[src/rtl/acr_pkg.sv]
package acr_pkg;
	// ****************************************************************
	// setup word layout
	// ****************************************************************
	localparam int CFG_W = 24;
	localparam int CMD_W = 8;
	localparam int FRAME_W = CMD_W + CFG_W;
	localparam int LATCH_HI = 23;
	localparam int LATCH_LO = 20;
	localparam int CHOP_BIT = 18;
	localparam int LOWP_BIT = 16;
	localparam int RATE_HI = 15;
	localparam int RATE_LO = 13;
	localparam int POL_BIT = 12;
	localparam int RANGE_HI = 11;
	localparam int RANGE_LO = 9;
	localparam int PUMP_BIT = 8;
	localparam int RST_BIT = 7;
	localparam int SEEN_BIT = 6;
	localparam int PFLAG_BIT = 5;
	localparam int SLEEP_BIT = 4;
	localparam int DONE_BIT = 3;
	localparam int CAL_HI = 2;
	localparam int CAL_LO = 0;
	localparam logic [CFG_W-1:0] CFG_RESET = 24'h000040;
	// bits the host may change: no unused, seen or done bits
	localparam logic [CFG_W-1:0] CFG_WMASK = 24'hF5FFB7;
	localparam logic [CFG_W-1:0] CFG_UNUSED = 24'h0A0000;
	// ****************************************************************
	// command word
	// ****************************************************************
	localparam logic [CMD_W-1:0] CMD_WR_CFG = 8'h84;
	localparam logic [CMD_W-1:0] CMD_RD_CFG = 8'h94;
	localparam logic [CMD_W-1:0] CMD_FIXED_MASK = 8'hEF;
	// ****************************************************************
	// oscillator derived timing
	// ****************************************************************
	localparam int OSC_HZ = 32768;
	localparam int CHOP_SLOW_HZ = 256;
	localparam int CHOP_FAST_HZ = 32768;
	localparam int CHOP_SLOW_DIV = OSC_HZ / CHOP_SLOW_HZ;
	localparam int CHOP_FAST_DIV = OSC_HZ / CHOP_FAST_HZ;
	localparam int PERIOD_W = 14;
	localparam logic [2:0] RANGE_BAD0 = 3'h6;
	localparam logic [2:0] RANGE_BAD1 = 3'h7;
	localparam logic [2:0] CAL_BAD0 = 3'h4;
	localparam logic [2:0] CAL_BAD1 = 3'h7;
	// ****************************************************************
	// host register map (byte addresses)
	// ****************************************************************
	localparam logic [7:0] HOST_CTRL = 8'h00;
	localparam logic [7:0] HOST_WDATA = 8'h04;
	localparam logic [7:0] HOST_RDATA = 8'h08;
	localparam logic [7:0] HOST_STATUS = 8'h0C;
	localparam logic [7:0] HOST_IRQ_STAT = 8'h10;
	localparam logic [7:0] HOST_IRQ_CLR = 8'h14;
	localparam logic [7:0] HOST_IRQ_EN = 8'h18;
	localparam int CTRL_START = 0;
	localparam int CTRL_READ = 1;
	localparam int IRQ_XFER = 0;
	localparam int IRQ_REFUSE = 1;
	localparam int SCLK_HALF = 8;

	typedef enum logic [1:0] {
		HS_IDLE = 2'b00,
		HS_LOW = 2'b01,
		HS_HIGH = 2'b10
	} acr_host_state_t;

	// conversion period in oscillator cycles per word-rate code
	function automatic logic [PERIOD_W-1:0] acr_word_period(input logic [2:0] code);
		case (code)
			3'h0: acr_word_period = 14'h0886;
			3'h1: acr_word_period = 14'h0442;
			3'h2: acr_word_period = 14'h0222;
			3'h3: acr_word_period = 14'h010A;
			3'h4: acr_word_period = 14'h00C2;
			3'h5: acr_word_period = 14'h00A2;
			3'h6: acr_word_period = 14'h2212;
			default: acr_word_period = 14'h110A;
		endcase
	endfunction : acr_word_period
endpackage : acr_pkg

[src/rtl/acr_link_if.sv]
interface acr_link_if;
	logic sclk;
	logic cs_n;
	logic sdi;
	logic sdo;
	modport dev(input sclk, input cs_n, input sdi, output sdo);
	modport host(output sclk, output cs_n, output sdi, input sdo);
endinterface : acr_link_if

[src/rtl/acr_device.sv]
// What this block does
// - latch pins follow top four setup bits
// - host writes zero to unused bits
// - chop select: 256 Hz or 32768 Hz
// - low-power bit selects reduced power mode
// - word-rate field sets conversion period
// - polarity bit: bipolar clear, unipolar set
// - range field selects input range; codes 110/111 unused
// - pump-off bit floats pump drive pin
// - reset bit starts reset; host clears later
// - reset-seen flag read-only, cleared by read
// - port flag mode bit enables flag mode
// - sleep depth: standby or oscillator-off sleep
// - done flag set on cycle completion
// - calibration field selects cal type
// - reset clears latch bits and pins
// - seen flag holds until unreset and read
// - 24 clocks after valid command shift data
module acr_device (
	// clock and reset
	input wire logic hclk,
	input wire logic hresetn,
	// serial port
	acr_link_if.dev link,
	// converter oscillator
	input wire logic osc_input_clock,
	// setup outputs
	output logic [3:0] latch_out_bits,
	output logic chop_rate_select,
	output logic chop_tick,
	output logic low_power_select,
	output logic [2:0] word_rate_field,
	output logic unipolar_select,
	output logic [2:0] input_range_field,
	output logic pump_drive_pin,
	output logic pump_drive_oe,
	output logic system_reset_trigger,
	output logic port_flag_mode,
	output logic sleep_depth_select,
	output logic cycle_done_flag,
	output logic [2:0] calibration_select
);
	// ****************************************************************
	// synchronisers
	// ****************************************************************
	logic sclk_s1_q, sclk_s2_q, sclk_s3_q;
	logic cs_s1_q, cs_s2_q;
	logic sdi_s1_q, sdi_s2_q;
	logic osc_s1_q, osc_s2_q, osc_s3_q;
	logic sclk_rise, sclk_fall, in_frame, osc_rise;

	// two flops on every pin, a third only for edge finding
	always_ff @(posedge hclk or negedge hresetn) begin
		if (!hresetn) begin
			sclk_s1_q <= 1'b0;
			sclk_s2_q <= 1'b0;
			sclk_s3_q <= 1'b0;
			cs_s1_q <= 1'b1;
			cs_s2_q <= 1'b1;
			sdi_s1_q <= 1'b0;
			sdi_s2_q <= 1'b0;
			osc_s1_q <= 1'b0;
			osc_s2_q <= 1'b0;
			osc_s3_q <= 1'b0;
		end else begin
			sclk_s1_q <= link.sclk;
			sclk_s2_q <= sclk_s1_q;
			sclk_s3_q <= sclk_s2_q;
			cs_s1_q <= link.cs_n;
			cs_s2_q <= cs_s1_q;
			sdi_s1_q <= link.sdi;
			sdi_s2_q <= sdi_s1_q;
			osc_s1_q <= osc_input_clock;
			osc_s2_q <= osc_s1_q;
			osc_s3_q <= osc_s2_q;
		end
	end

	// edges of the synchronised clocks
	assign in_frame = ~cs_s2_q;
	assign sclk_rise = in_frame & sclk_s2_q & ~sclk_s3_q;
	assign sclk_fall = in_frame & ~sclk_s2_q & sclk_s3_q;
	assign osc_rise = osc_s2_q & ~osc_s3_q;

	// ****************************************************************
	// serial frame
	// ****************************************************************
	logic [5:0] bit_cnt_q;
	logic [acr_pkg::CMD_W-1:0] cmd_q;
	logic [acr_pkg::CFG_W-1:0] wr_sh_q, rd_sh_q, cfg_q;
	logic sel_ok_q, is_read_q, sdo_q;
	logic [acr_pkg::CMD_W-1:0] cmd_full;
	logic [acr_pkg::CFG_W-1:0] wr_full;
	logic cmd_end, word_end, write_commit, read_done;

	assign cmd_full = {cmd_q[acr_pkg::CMD_W-2:0], sdi_s2_q};
	assign wr_full = {wr_sh_q[acr_pkg::CFG_W-2:0], sdi_s2_q};
	assign cmd_end = sclk_rise & (bit_cnt_q == 6'(acr_pkg::CMD_W - 1));
	assign word_end = sclk_rise & sel_ok_q & (bit_cnt_q == 6'(acr_pkg::FRAME_W - 1));
	assign write_commit = word_end & ~is_read_q;
	assign read_done = word_end & is_read_q;

	// bit counter, cleared whenever chip select is high
	always_ff @(posedge hclk or negedge hresetn) begin
		if (!hresetn) begin
			bit_cnt_q <= 6'h00;
		end else if (!in_frame) begin
			bit_cnt_q <= 6'h00;
		end else if (sclk_rise && bit_cnt_q != 6'(acr_pkg::FRAME_W)) begin
			bit_cnt_q <= bit_cnt_q + 6'h01;
		end
	end

	// command and write data shift in, first bit is the top bit
	always_ff @(posedge hclk or negedge hresetn) begin
		if (!hresetn) begin
			cmd_q <= 8'h00;
			wr_sh_q <= 24'h000000;
		end else if (sclk_rise) begin
			if (bit_cnt_q < 6'(acr_pkg::CMD_W)) begin
				cmd_q <= cmd_full;
			end else begin
				wr_sh_q <= wr_full;
			end
		end
	end

	// decode the command; other commands leave the frame ignored
	always_ff @(posedge hclk or negedge hresetn) begin
		if (!hresetn) begin
			sel_ok_q <= 1'b0;
			is_read_q <= 1'b0;
		end else if (!in_frame) begin
			sel_ok_q <= 1'b0;
		end else if (cmd_end) begin
			sel_ok_q <= (cmd_full & acr_pkg::CMD_FIXED_MASK) == acr_pkg::CMD_WR_CFG;
			is_read_q <= cmd_full == acr_pkg::CMD_RD_CFG;
		end
	end

	// read data leaves on falling edges, top bit first
	always_ff @(posedge hclk or negedge hresetn) begin
		if (!hresetn) begin
			rd_sh_q <= 24'h000000;
			sdo_q <= 1'b0;
		end else if (!in_frame) begin
			sdo_q <= 1'b0;
		end else if (cmd_end) begin
			rd_sh_q <= cfg_q;
		end else if (sclk_fall && sel_ok_q && is_read_q && bit_cnt_q >= 6'(acr_pkg::CMD_W)) begin
			sdo_q <= rd_sh_q[acr_pkg::CFG_W-1];
			rd_sh_q <= {rd_sh_q[acr_pkg::CFG_W-2:0], 1'b0};
		end
	end

	assign link.sdo = sdo_q;

	// ****************************************************************
	// conversion timing on the oscillator
	// ****************************************************************
	logic [acr_pkg::PERIOD_W-1:0] conv_cnt_q, period;
	logic conv_end;
	logic [7:0] chop_cnt_q;
	logic chop_tick_q, pump_q, pump_oe_q;

	assign period = acr_pkg::acr_word_period(cfg_q[acr_pkg::RATE_HI:acr_pkg::RATE_LO]);
	assign conv_end = osc_rise & ~cfg_q[acr_pkg::RST_BIT] & (conv_cnt_q == period - 14'h0001);

	// conversion (or calibration) cycle counter, held during reset
	always_ff @(posedge hclk or negedge hresetn) begin
		if (!hresetn) begin
			conv_cnt_q <= 14'h0000;
		end else if (write_commit || cfg_q[acr_pkg::RST_BIT] || conv_end) begin
			conv_cnt_q <= 14'h0000;
		end else if (osc_rise) begin
			conv_cnt_q <= conv_cnt_q + 14'h0001;
		end
	end

	// amplifier chop tick: every osc edge fast, every 128th slow
	always_ff @(posedge hclk or negedge hresetn) begin
		if (!hresetn) begin
			chop_cnt_q <= 8'h00;
			chop_tick_q <= 1'b0;
		end else begin
			chop_tick_q <= 1'b0;
			if (osc_rise) begin
				if (cfg_q[acr_pkg::CHOP_BIT] || chop_cnt_q == 8'(acr_pkg::CHOP_SLOW_DIV - 1)) begin
					chop_cnt_q <= 8'h00;
					chop_tick_q <= 1'b1;
				end else begin
					chop_cnt_q <= chop_cnt_q + 8'h01;
				end
			end
		end
	end

	// charge pump drive toggles with the oscillator, floats when off
	always_ff @(posedge hclk or negedge hresetn) begin
		if (!hresetn) begin
			pump_q <= 1'b0;
			pump_oe_q <= 1'b1;
		end else begin
			pump_oe_q <= ~cfg_q[acr_pkg::PUMP_BIT];
			if (cfg_q[acr_pkg::PUMP_BIT]) begin
				pump_q <= 1'b0;
			end else if (osc_rise) begin
				pump_q <= ~pump_q;
			end
		end
	end

	// ****************************************************************
	// setup register
	// ****************************************************************
	logic [acr_pkg::CFG_W-1:0] merged;
	assign merged = (wr_full & acr_pkg::CFG_WMASK) | (cfg_q & ~acr_pkg::CFG_WMASK);

	// writes, reset cycle, seen flag and done flag; a set beats a read clear
	always_ff @(posedge hclk or negedge hresetn) begin
		if (!hresetn) begin
			cfg_q <= acr_pkg::CFG_RESET;
		end else if (write_commit && wr_full[acr_pkg::RST_BIT]) begin
			cfg_q <= acr_pkg::CFG_RESET | (24'h000001 << acr_pkg::RST_BIT);
		end else if (write_commit) begin
			cfg_q <= merged;
			// a cycle end in the same clock still marks done
			if (conv_end) begin
				cfg_q[acr_pkg::DONE_BIT] <= 1'b1;
			end
		end else begin
			if (read_done && !cfg_q[acr_pkg::RST_BIT]) begin
				cfg_q[acr_pkg::SEEN_BIT] <= 1'b0;
			end
			if (conv_end) begin
				cfg_q[acr_pkg::DONE_BIT] <= 1'b1;
			end else if (read_done) begin
				cfg_q[acr_pkg::DONE_BIT] <= 1'b0;
			end
		end
	end

	// ****************************************************************
	// outputs, all straight from flops
	// ****************************************************************
	assign latch_out_bits = cfg_q[acr_pkg::LATCH_HI:acr_pkg::LATCH_LO];
	assign chop_rate_select = cfg_q[acr_pkg::CHOP_BIT];
	assign chop_tick = chop_tick_q;
	assign low_power_select = cfg_q[acr_pkg::LOWP_BIT];
	assign word_rate_field = cfg_q[acr_pkg::RATE_HI:acr_pkg::RATE_LO];
	assign unipolar_select = cfg_q[acr_pkg::POL_BIT];
	assign input_range_field = cfg_q[acr_pkg::RANGE_HI:acr_pkg::RANGE_LO];
	assign pump_drive_pin = pump_q;
	assign pump_drive_oe = pump_oe_q;
	assign system_reset_trigger = cfg_q[acr_pkg::RST_BIT];
	assign port_flag_mode = cfg_q[acr_pkg::PFLAG_BIT];
	assign sleep_depth_select = cfg_q[acr_pkg::SLEEP_BIT];
	assign cycle_done_flag = cfg_q[acr_pkg::DONE_BIT];
	assign calibration_select = cfg_q[acr_pkg::CAL_HI:acr_pkg::CAL_LO];
endmodule : acr_device

[src/flat_wrapper.sv]
// flat-port wrapper written by rule: the top's interface ports become plain ports
module acr_device_flat 
  (hclk, hresetn, osc_input_clock, latch_out_bits, chop_rate_select, chop_tick, low_power_select, word_rate_field, unipolar_select, input_range_field, pump_drive_pin, pump_drive_oe, system_reset_trigger, port_flag_mode, sleep_depth_select, cycle_done_flag, calibration_select, link_sclk, link_cs_n, link_sdi, link_sdo);
  acr_link_if link_i ();
  input wire logic hclk;
  input wire logic hresetn;
  input wire logic osc_input_clock;
  output logic [3:0] latch_out_bits;
  output logic chop_rate_select;
  output logic chop_tick;
  output logic low_power_select;
  output logic [2:0] word_rate_field;
  output logic unipolar_select;
  output logic [2:0] input_range_field;
  output logic pump_drive_pin;
  output logic pump_drive_oe;
  output logic system_reset_trigger;
  output logic port_flag_mode;
  output logic sleep_depth_select;
  output logic cycle_done_flag;
  output logic [2:0] calibration_select;
  input wire logic [$bits(link_i.sclk)-1:0] link_sclk;
  input wire logic [$bits(link_i.cs_n)-1:0] link_cs_n;
  input wire logic [$bits(link_i.sdi)-1:0] link_sdi;
  output wire logic [$bits(link_i.sdo)-1:0] link_sdo;
  assign link_i.sclk = link_sclk;
  assign link_i.cs_n = link_cs_n;
  assign link_i.sdi = link_sdi;
  assign link_sdo = link_i.sdo;
  acr_device u_core (.hclk(hclk), .hresetn(hresetn), .link(link_i), .osc_input_clock(osc_input_clock), .latch_out_bits(latch_out_bits), .chop_rate_select(chop_rate_select), .chop_tick(chop_tick), .low_power_select(low_power_select), .word_rate_field(word_rate_field), .unipolar_select(unipolar_select), .input_range_field(input_range_field), .pump_drive_pin(pump_drive_pin), .pump_drive_oe(pump_drive_oe), .system_reset_trigger(system_reset_trigger), .port_flag_mode(port_flag_mode), .sleep_depth_select(sleep_depth_select), .cycle_done_flag(cycle_done_flag), .calibration_select(calibration_select));
endmodule
[config.mk]
export PLATFORM = sky130hd
export DESIGN_NAME = acr_device_flat
export DESIGN_NICKNAME = d
export VERILOG_FILES = /design/src/rtl/acr_pkg.sv /design/src/rtl/acr_link_if.sv /design/src/rtl/acr_device.sv /design/src/flat_wrapper.sv
export SDC_FILE = /design/constraint.sdc
export NUM_CORES = 1
export LEC_CHECK = 0
export BUFFER_PORTS_ARGS = -buffer_cell sky130_fd_sc_hd__buf_2
export CAP_MARGIN = 20
export CORE_MARGIN = 5
export CORE_UTILIZATION = 40
export DETAILED_ROUTE_END_ITERATION = 8
export SYNTH_ARGS = -nofsm -noshare
export SYNTH_HDL_FRONTEND = slang
export SYNTH_SLANG_ARGS = --single-unit
[constraint.sdc]
create_clock -name hclk -period 2.3 [get_ports hclk]
set_input_delay 0.46 -clock hclk [delete_from_list [all_inputs] [get_ports hclk]]
set_output_delay 0.46 -clock hclk [all_outputs]
set_load 0.1 [all_outputs]
==> flow_metrics.py <==
metrics = {
    "outcome": {
        "status": "finished clean",
    },
    "worst_hold_path": {
        "min-delay-start": "link_cs_n",
        "hp-class": "input port to register",
        "hold_path_depth": 1,
        "min_to": "u_core.cs_s1_q",
    },
    "synth": {
        "synth_cells": 506,
        "syn-num-nets": 517,
        "synth_edf_count": 0,
        "yosysWarnings": 0,
        "syn_avg_cell_area_sq_um": 10.8,
        "synth.cell_area_sq_um": 5470,
        "postSynthRegisterBits": 120,
        "seq_area_frac_synth_pct": 54.9,
        "async_reset_ff_share_pct": 100,
        "synth_ff_type": "dfrtp_1",
        "synth_cell_types": 56,
    },
    "critical_path": {
        "critPathMaxFanout": 18,
        "crit_chain": "nor2b_1, o21ai_0, a21oi_1, o2111a_1, a2111oi_0",
        "ff2ff_path_depth": 5,
        "r2r_slack_ps": 200,
        "required_ps": 2580,
        "cp.arrival_ps": 2380,
        "worstReg2RegEnd": "u_core.conv_cnt_q[2]",
        "rr_startpoint": "u_core.cfg_q[14]",
        "end_kind": "register",
        "cp-start-kind": "register",
        "slowest_delay_ps": 560,
        "crit_type": "register to register",
        "cpMaxStageDelayCell": "dfrtp_1",
    },
    "global_routing": {
        "overflow": 0,
        "first_global_vias": 3726,
        "grt_max_degree": 44,
        "antenna_found_initial": 0,
        "grt_pass1_wl_microns": 19100,
        "grt_use_total_pct": 14.7,
    },
    "timing": {
        "relSlewSlack_pct": 53.9,
        "skew_ps": 11.4,
        "setup_viol": 0,
        "hold_viol_final": 0,
        "period_needed_ps": 2100,
        "period_share_pct": 91.3,
        "whs_ps": 144,
        "fmax_mhz": 476,
        "final.setup.tns_ps": 0,
        "tightest_slew_ps": 691,
        "drv_slew": 0,
        "rsz0062_at_grt": "no",
    },
    "final_layout": {
        "diodes": 0,
        "final_nets": 540,
        "seqCellArea_sq_um": 3010,
        "area_growth_syn_to_layout_pct": 16.4,
        "nFillCells": 1241,
        "multi_input_area_sq_um": 2190,
        "layout-drive-gt1-share_pct": 21.6,
    },
    "floorplanning": {
        "die_w_microns": 127,
        "die_h_microns": 127,
        "fp.coreArea_sq_um": 13300,
        "io_pins": 30,
        "fp.dieArea_sq_um": 16100,
        "placementRows": 42,
        "start_util_pct": 41.0,
    },
    "pwr": {
        "seqPwrFrac_pct": 44.2,
        "p_clk_share_pct": 47.4,
        "swShare_pct": 26.4,
        "peakVddDrop_v": 0.000496,
        "p_leak_nw": 2.99,
        "power.internal_mw": 4.10,
        "power.switching_mw": 1.47,
        "combPwrFrac_pct": 8.4,
        "p_per_area_nw_per_um2": 875,
    },
    "cts": {
        "htree_levels": 4,
        "cts_tree": "done",
        "clockBufferDepth": 2,
        "cts_sinks": 120,
        "clk_latency_ps": 420,
        "path_clk_slew_ps": 60,
        "cts_setup_buffers": 0,
        "cts_buffers": 17,
        "cts-root-buf": "clkbuf_16",
    },
    "route": {
        "post-route-drc-count": 0,
        "drt_pre_antenna_iters": 5,
        "wl_per_cell_microns": 15.3,
        "ant_nets": 0,
        "drt-total-wl_microns": 11000,
        "vias_per_cell": 5.32,
        "drt_iter0_markers": 227,
        "vias": 3823,
    },
    "job": {
        "cap_viol_max_count": 0,
    },
    "placed_design": {
        "port_buffers": 29,
        "dpl.hpwl_microns": 7390,
        "gp_congestion": 0.755,
    },
}
## what timing repair did
item                      in CTS  in global routing
hold endpoints to repair      27                  0
resized for setup              0                  0
hold buffers                   1                  0
## flip-flops by register name (all words and copies together), names as in the netlist, 6 cells and up
register and cells:
u_core.rd_sh_q 24, u_core.wr_sh_q 23, u_core.cfg_q 22, u_core.conv_cnt_q 14, u_core.chop_cnt_q 8, u_core.cmd_q 7
u_core.bit_cnt_q 6
## routing by layer
metal | up-vias | GRT usage, % | share of wire, %
met3 | 19 | 3.59 | 2.5
met2 | 61 | 21.9 | 47
li1 | 1817 | - | -
met4 | 0 | 6.75 | 2.4
met5 | - | 0 | 0
met1 | 1926 | 20.4 | 48
## power groups by stage
stage / registers, mW / clock network, mW / logic, mW
floorplan: 2.47 / 0 / 0.341
CTS: 2.46 / 2.69 / 0.481
detailed placement: 2.49 / 0 / 0.478
finish: 2.46 / 2.64 / 0.471
global route: 2.49 / 2.80 / 0.538
global placement: 2.48 / 0 / 0.466
## cell usage in the layout, fill, tap and decap left out, types with 6 or more instances in the layout
master,n
nor2_1,20
a211oi_1,12
nand2_1,98
o21ai_0,17
dfrtp_1,116
mux2_2,30
buf_4,14
inv_1,10
nand3b_1,22
mux2i_1,6
buf_2,28
clkbuf_16,17
a22oi_1,18
xnor2_1,9
nand3_1,8
nor3_1,7
clkinvlp_4,6
a21oi_1,7
xor2_1,12
## how the worst max path moves through the flow
stage / start / to / depth (start not counted)
floorplan: u_core.cfg_q[7] / u_core.conv_cnt_q[0] / 5
global placement: u_core.cfg_q[14] / u_core.conv_cnt_q[12] / 6
detailed placement: u_core.cfg_q[14] / u_core.conv_cnt_q[2] / 5
CTS: u_core.cfg_q[14] / u_core.conv_cnt_q[2] / 5
global route: u_core.cfg_q[14] / u_core.conv_cnt_q[0] / 5
finish: u_core.cfg_q[14] / u_core.conv_cnt_q[2] / 5
## cells in the mapped netlist (2+ instances only)
| cell type | number | share of area (%) |
|---|---|---|
| nor3_1 | 7 | 0.64 |
| nor2b_1 | 5 | 0.57 |
| mux2i_1 | 6 | 1.1 |
| o2111ai_1 | 2 | 0.32 |
| nor3b_1 | 2 | 0.27 |
| dfrtp_1 | 116 | 53 |
| inv_1 | 10 | 0.69 |
| dfstp_2 | 4 | 1.9 |
| and4_1 | 2 | 0.32 |
| xor2_1 | 12 | 1.9 |
| a41oi_1 | 2 | 0.32 |
| nand2_1 | 98 | 6.7 |
| a2111oi_0 | 2 | 0.32 |
| mux2_2 | 30 | 6.2 |
| nand3_1 | 8 | 0.73 |
| nor2_1 | 21 | 1.4 |
| a21o_1 | 2 | 0.27 |
| a211oi_1 | 12 | 1.6 |
| a21oi_1 | 7 | 0.64 |
| a31oi_1 | 3 | 0.34 |
| buf_4 | 20 | 2.7 |
| clkbuf_1 | 10 | 0.69 |
| buf_2 | 12 | 1.1 |
| o21ai_0 | 17 | 1.6 |
| xnor2_1 | 9 | 1.4 |
| a22o_1 | 5 | 0.80 |
| a22oi_1 | 18 | 2.5 |
| nand4_1 | 5 | 0.57 |
| nor3_2 | 2 | 0.37 |
| and3_1 | 5 | 0.57 |
| nand3b_1 | 22 | 3.0 |
| nor4b_1 | 2 | 0.32 |
| ha_1 | 5 | 1.1 |
## cell families (layout without fill, tap and decap cells)
family	Yosys count	in the layout	share of synthesized area [%]
fa+ha+maj	5	5	1.14
buf+inv	53	89	5.28
compound gates	80	80	10.4
flops	120	120	54.9
xor+xnor	21	21	3.36
mux	36	36	7.27
simple gates	191	191	17.6
## layout make-up
type / instances / area share, %
Clock inverter: 15 / 2.65
Timing Repair Buffer: 46 / 4.95
Inverter: 11 / 0.648
Clock buffer: 17 / 6.68
Tap cell: 176 / 3.46
Sequential cell: 120 / 47.2
Multi-Input combinational cell: 333 / 34.4
## through the flow
stage / std cells / util (%) / worst slack (ps) / total power, mW / instance area, sq um
final: 718 / 47.7 / 201 / 5.57 / 6370
after global routing: 718 / 47.7 / 21.0 / 5.83 / 6370
after CTS: 718 / 47.7 / 211 / 5.63 / 6370
after detailed placement: 685 / 43.2 / 217 / 2.97 / 5770
after global placement: 685 / 43.2 / 309 / 2.95 / 5770
after floorplan: 506 / - / 309 / 2.81 / 5470
## critical path, delay by kind of cell, from the launching register on
| family | cells | cell delay, ps |
|---|---|---|
| AND/OR/NAND/NOR | 1 | 250 |
| AO/OA/AOI/OAI | 4 | 1160 |
| flip-flops | 1 | 560 |
No activity file was read; power rests on OpenSTA's default activity.
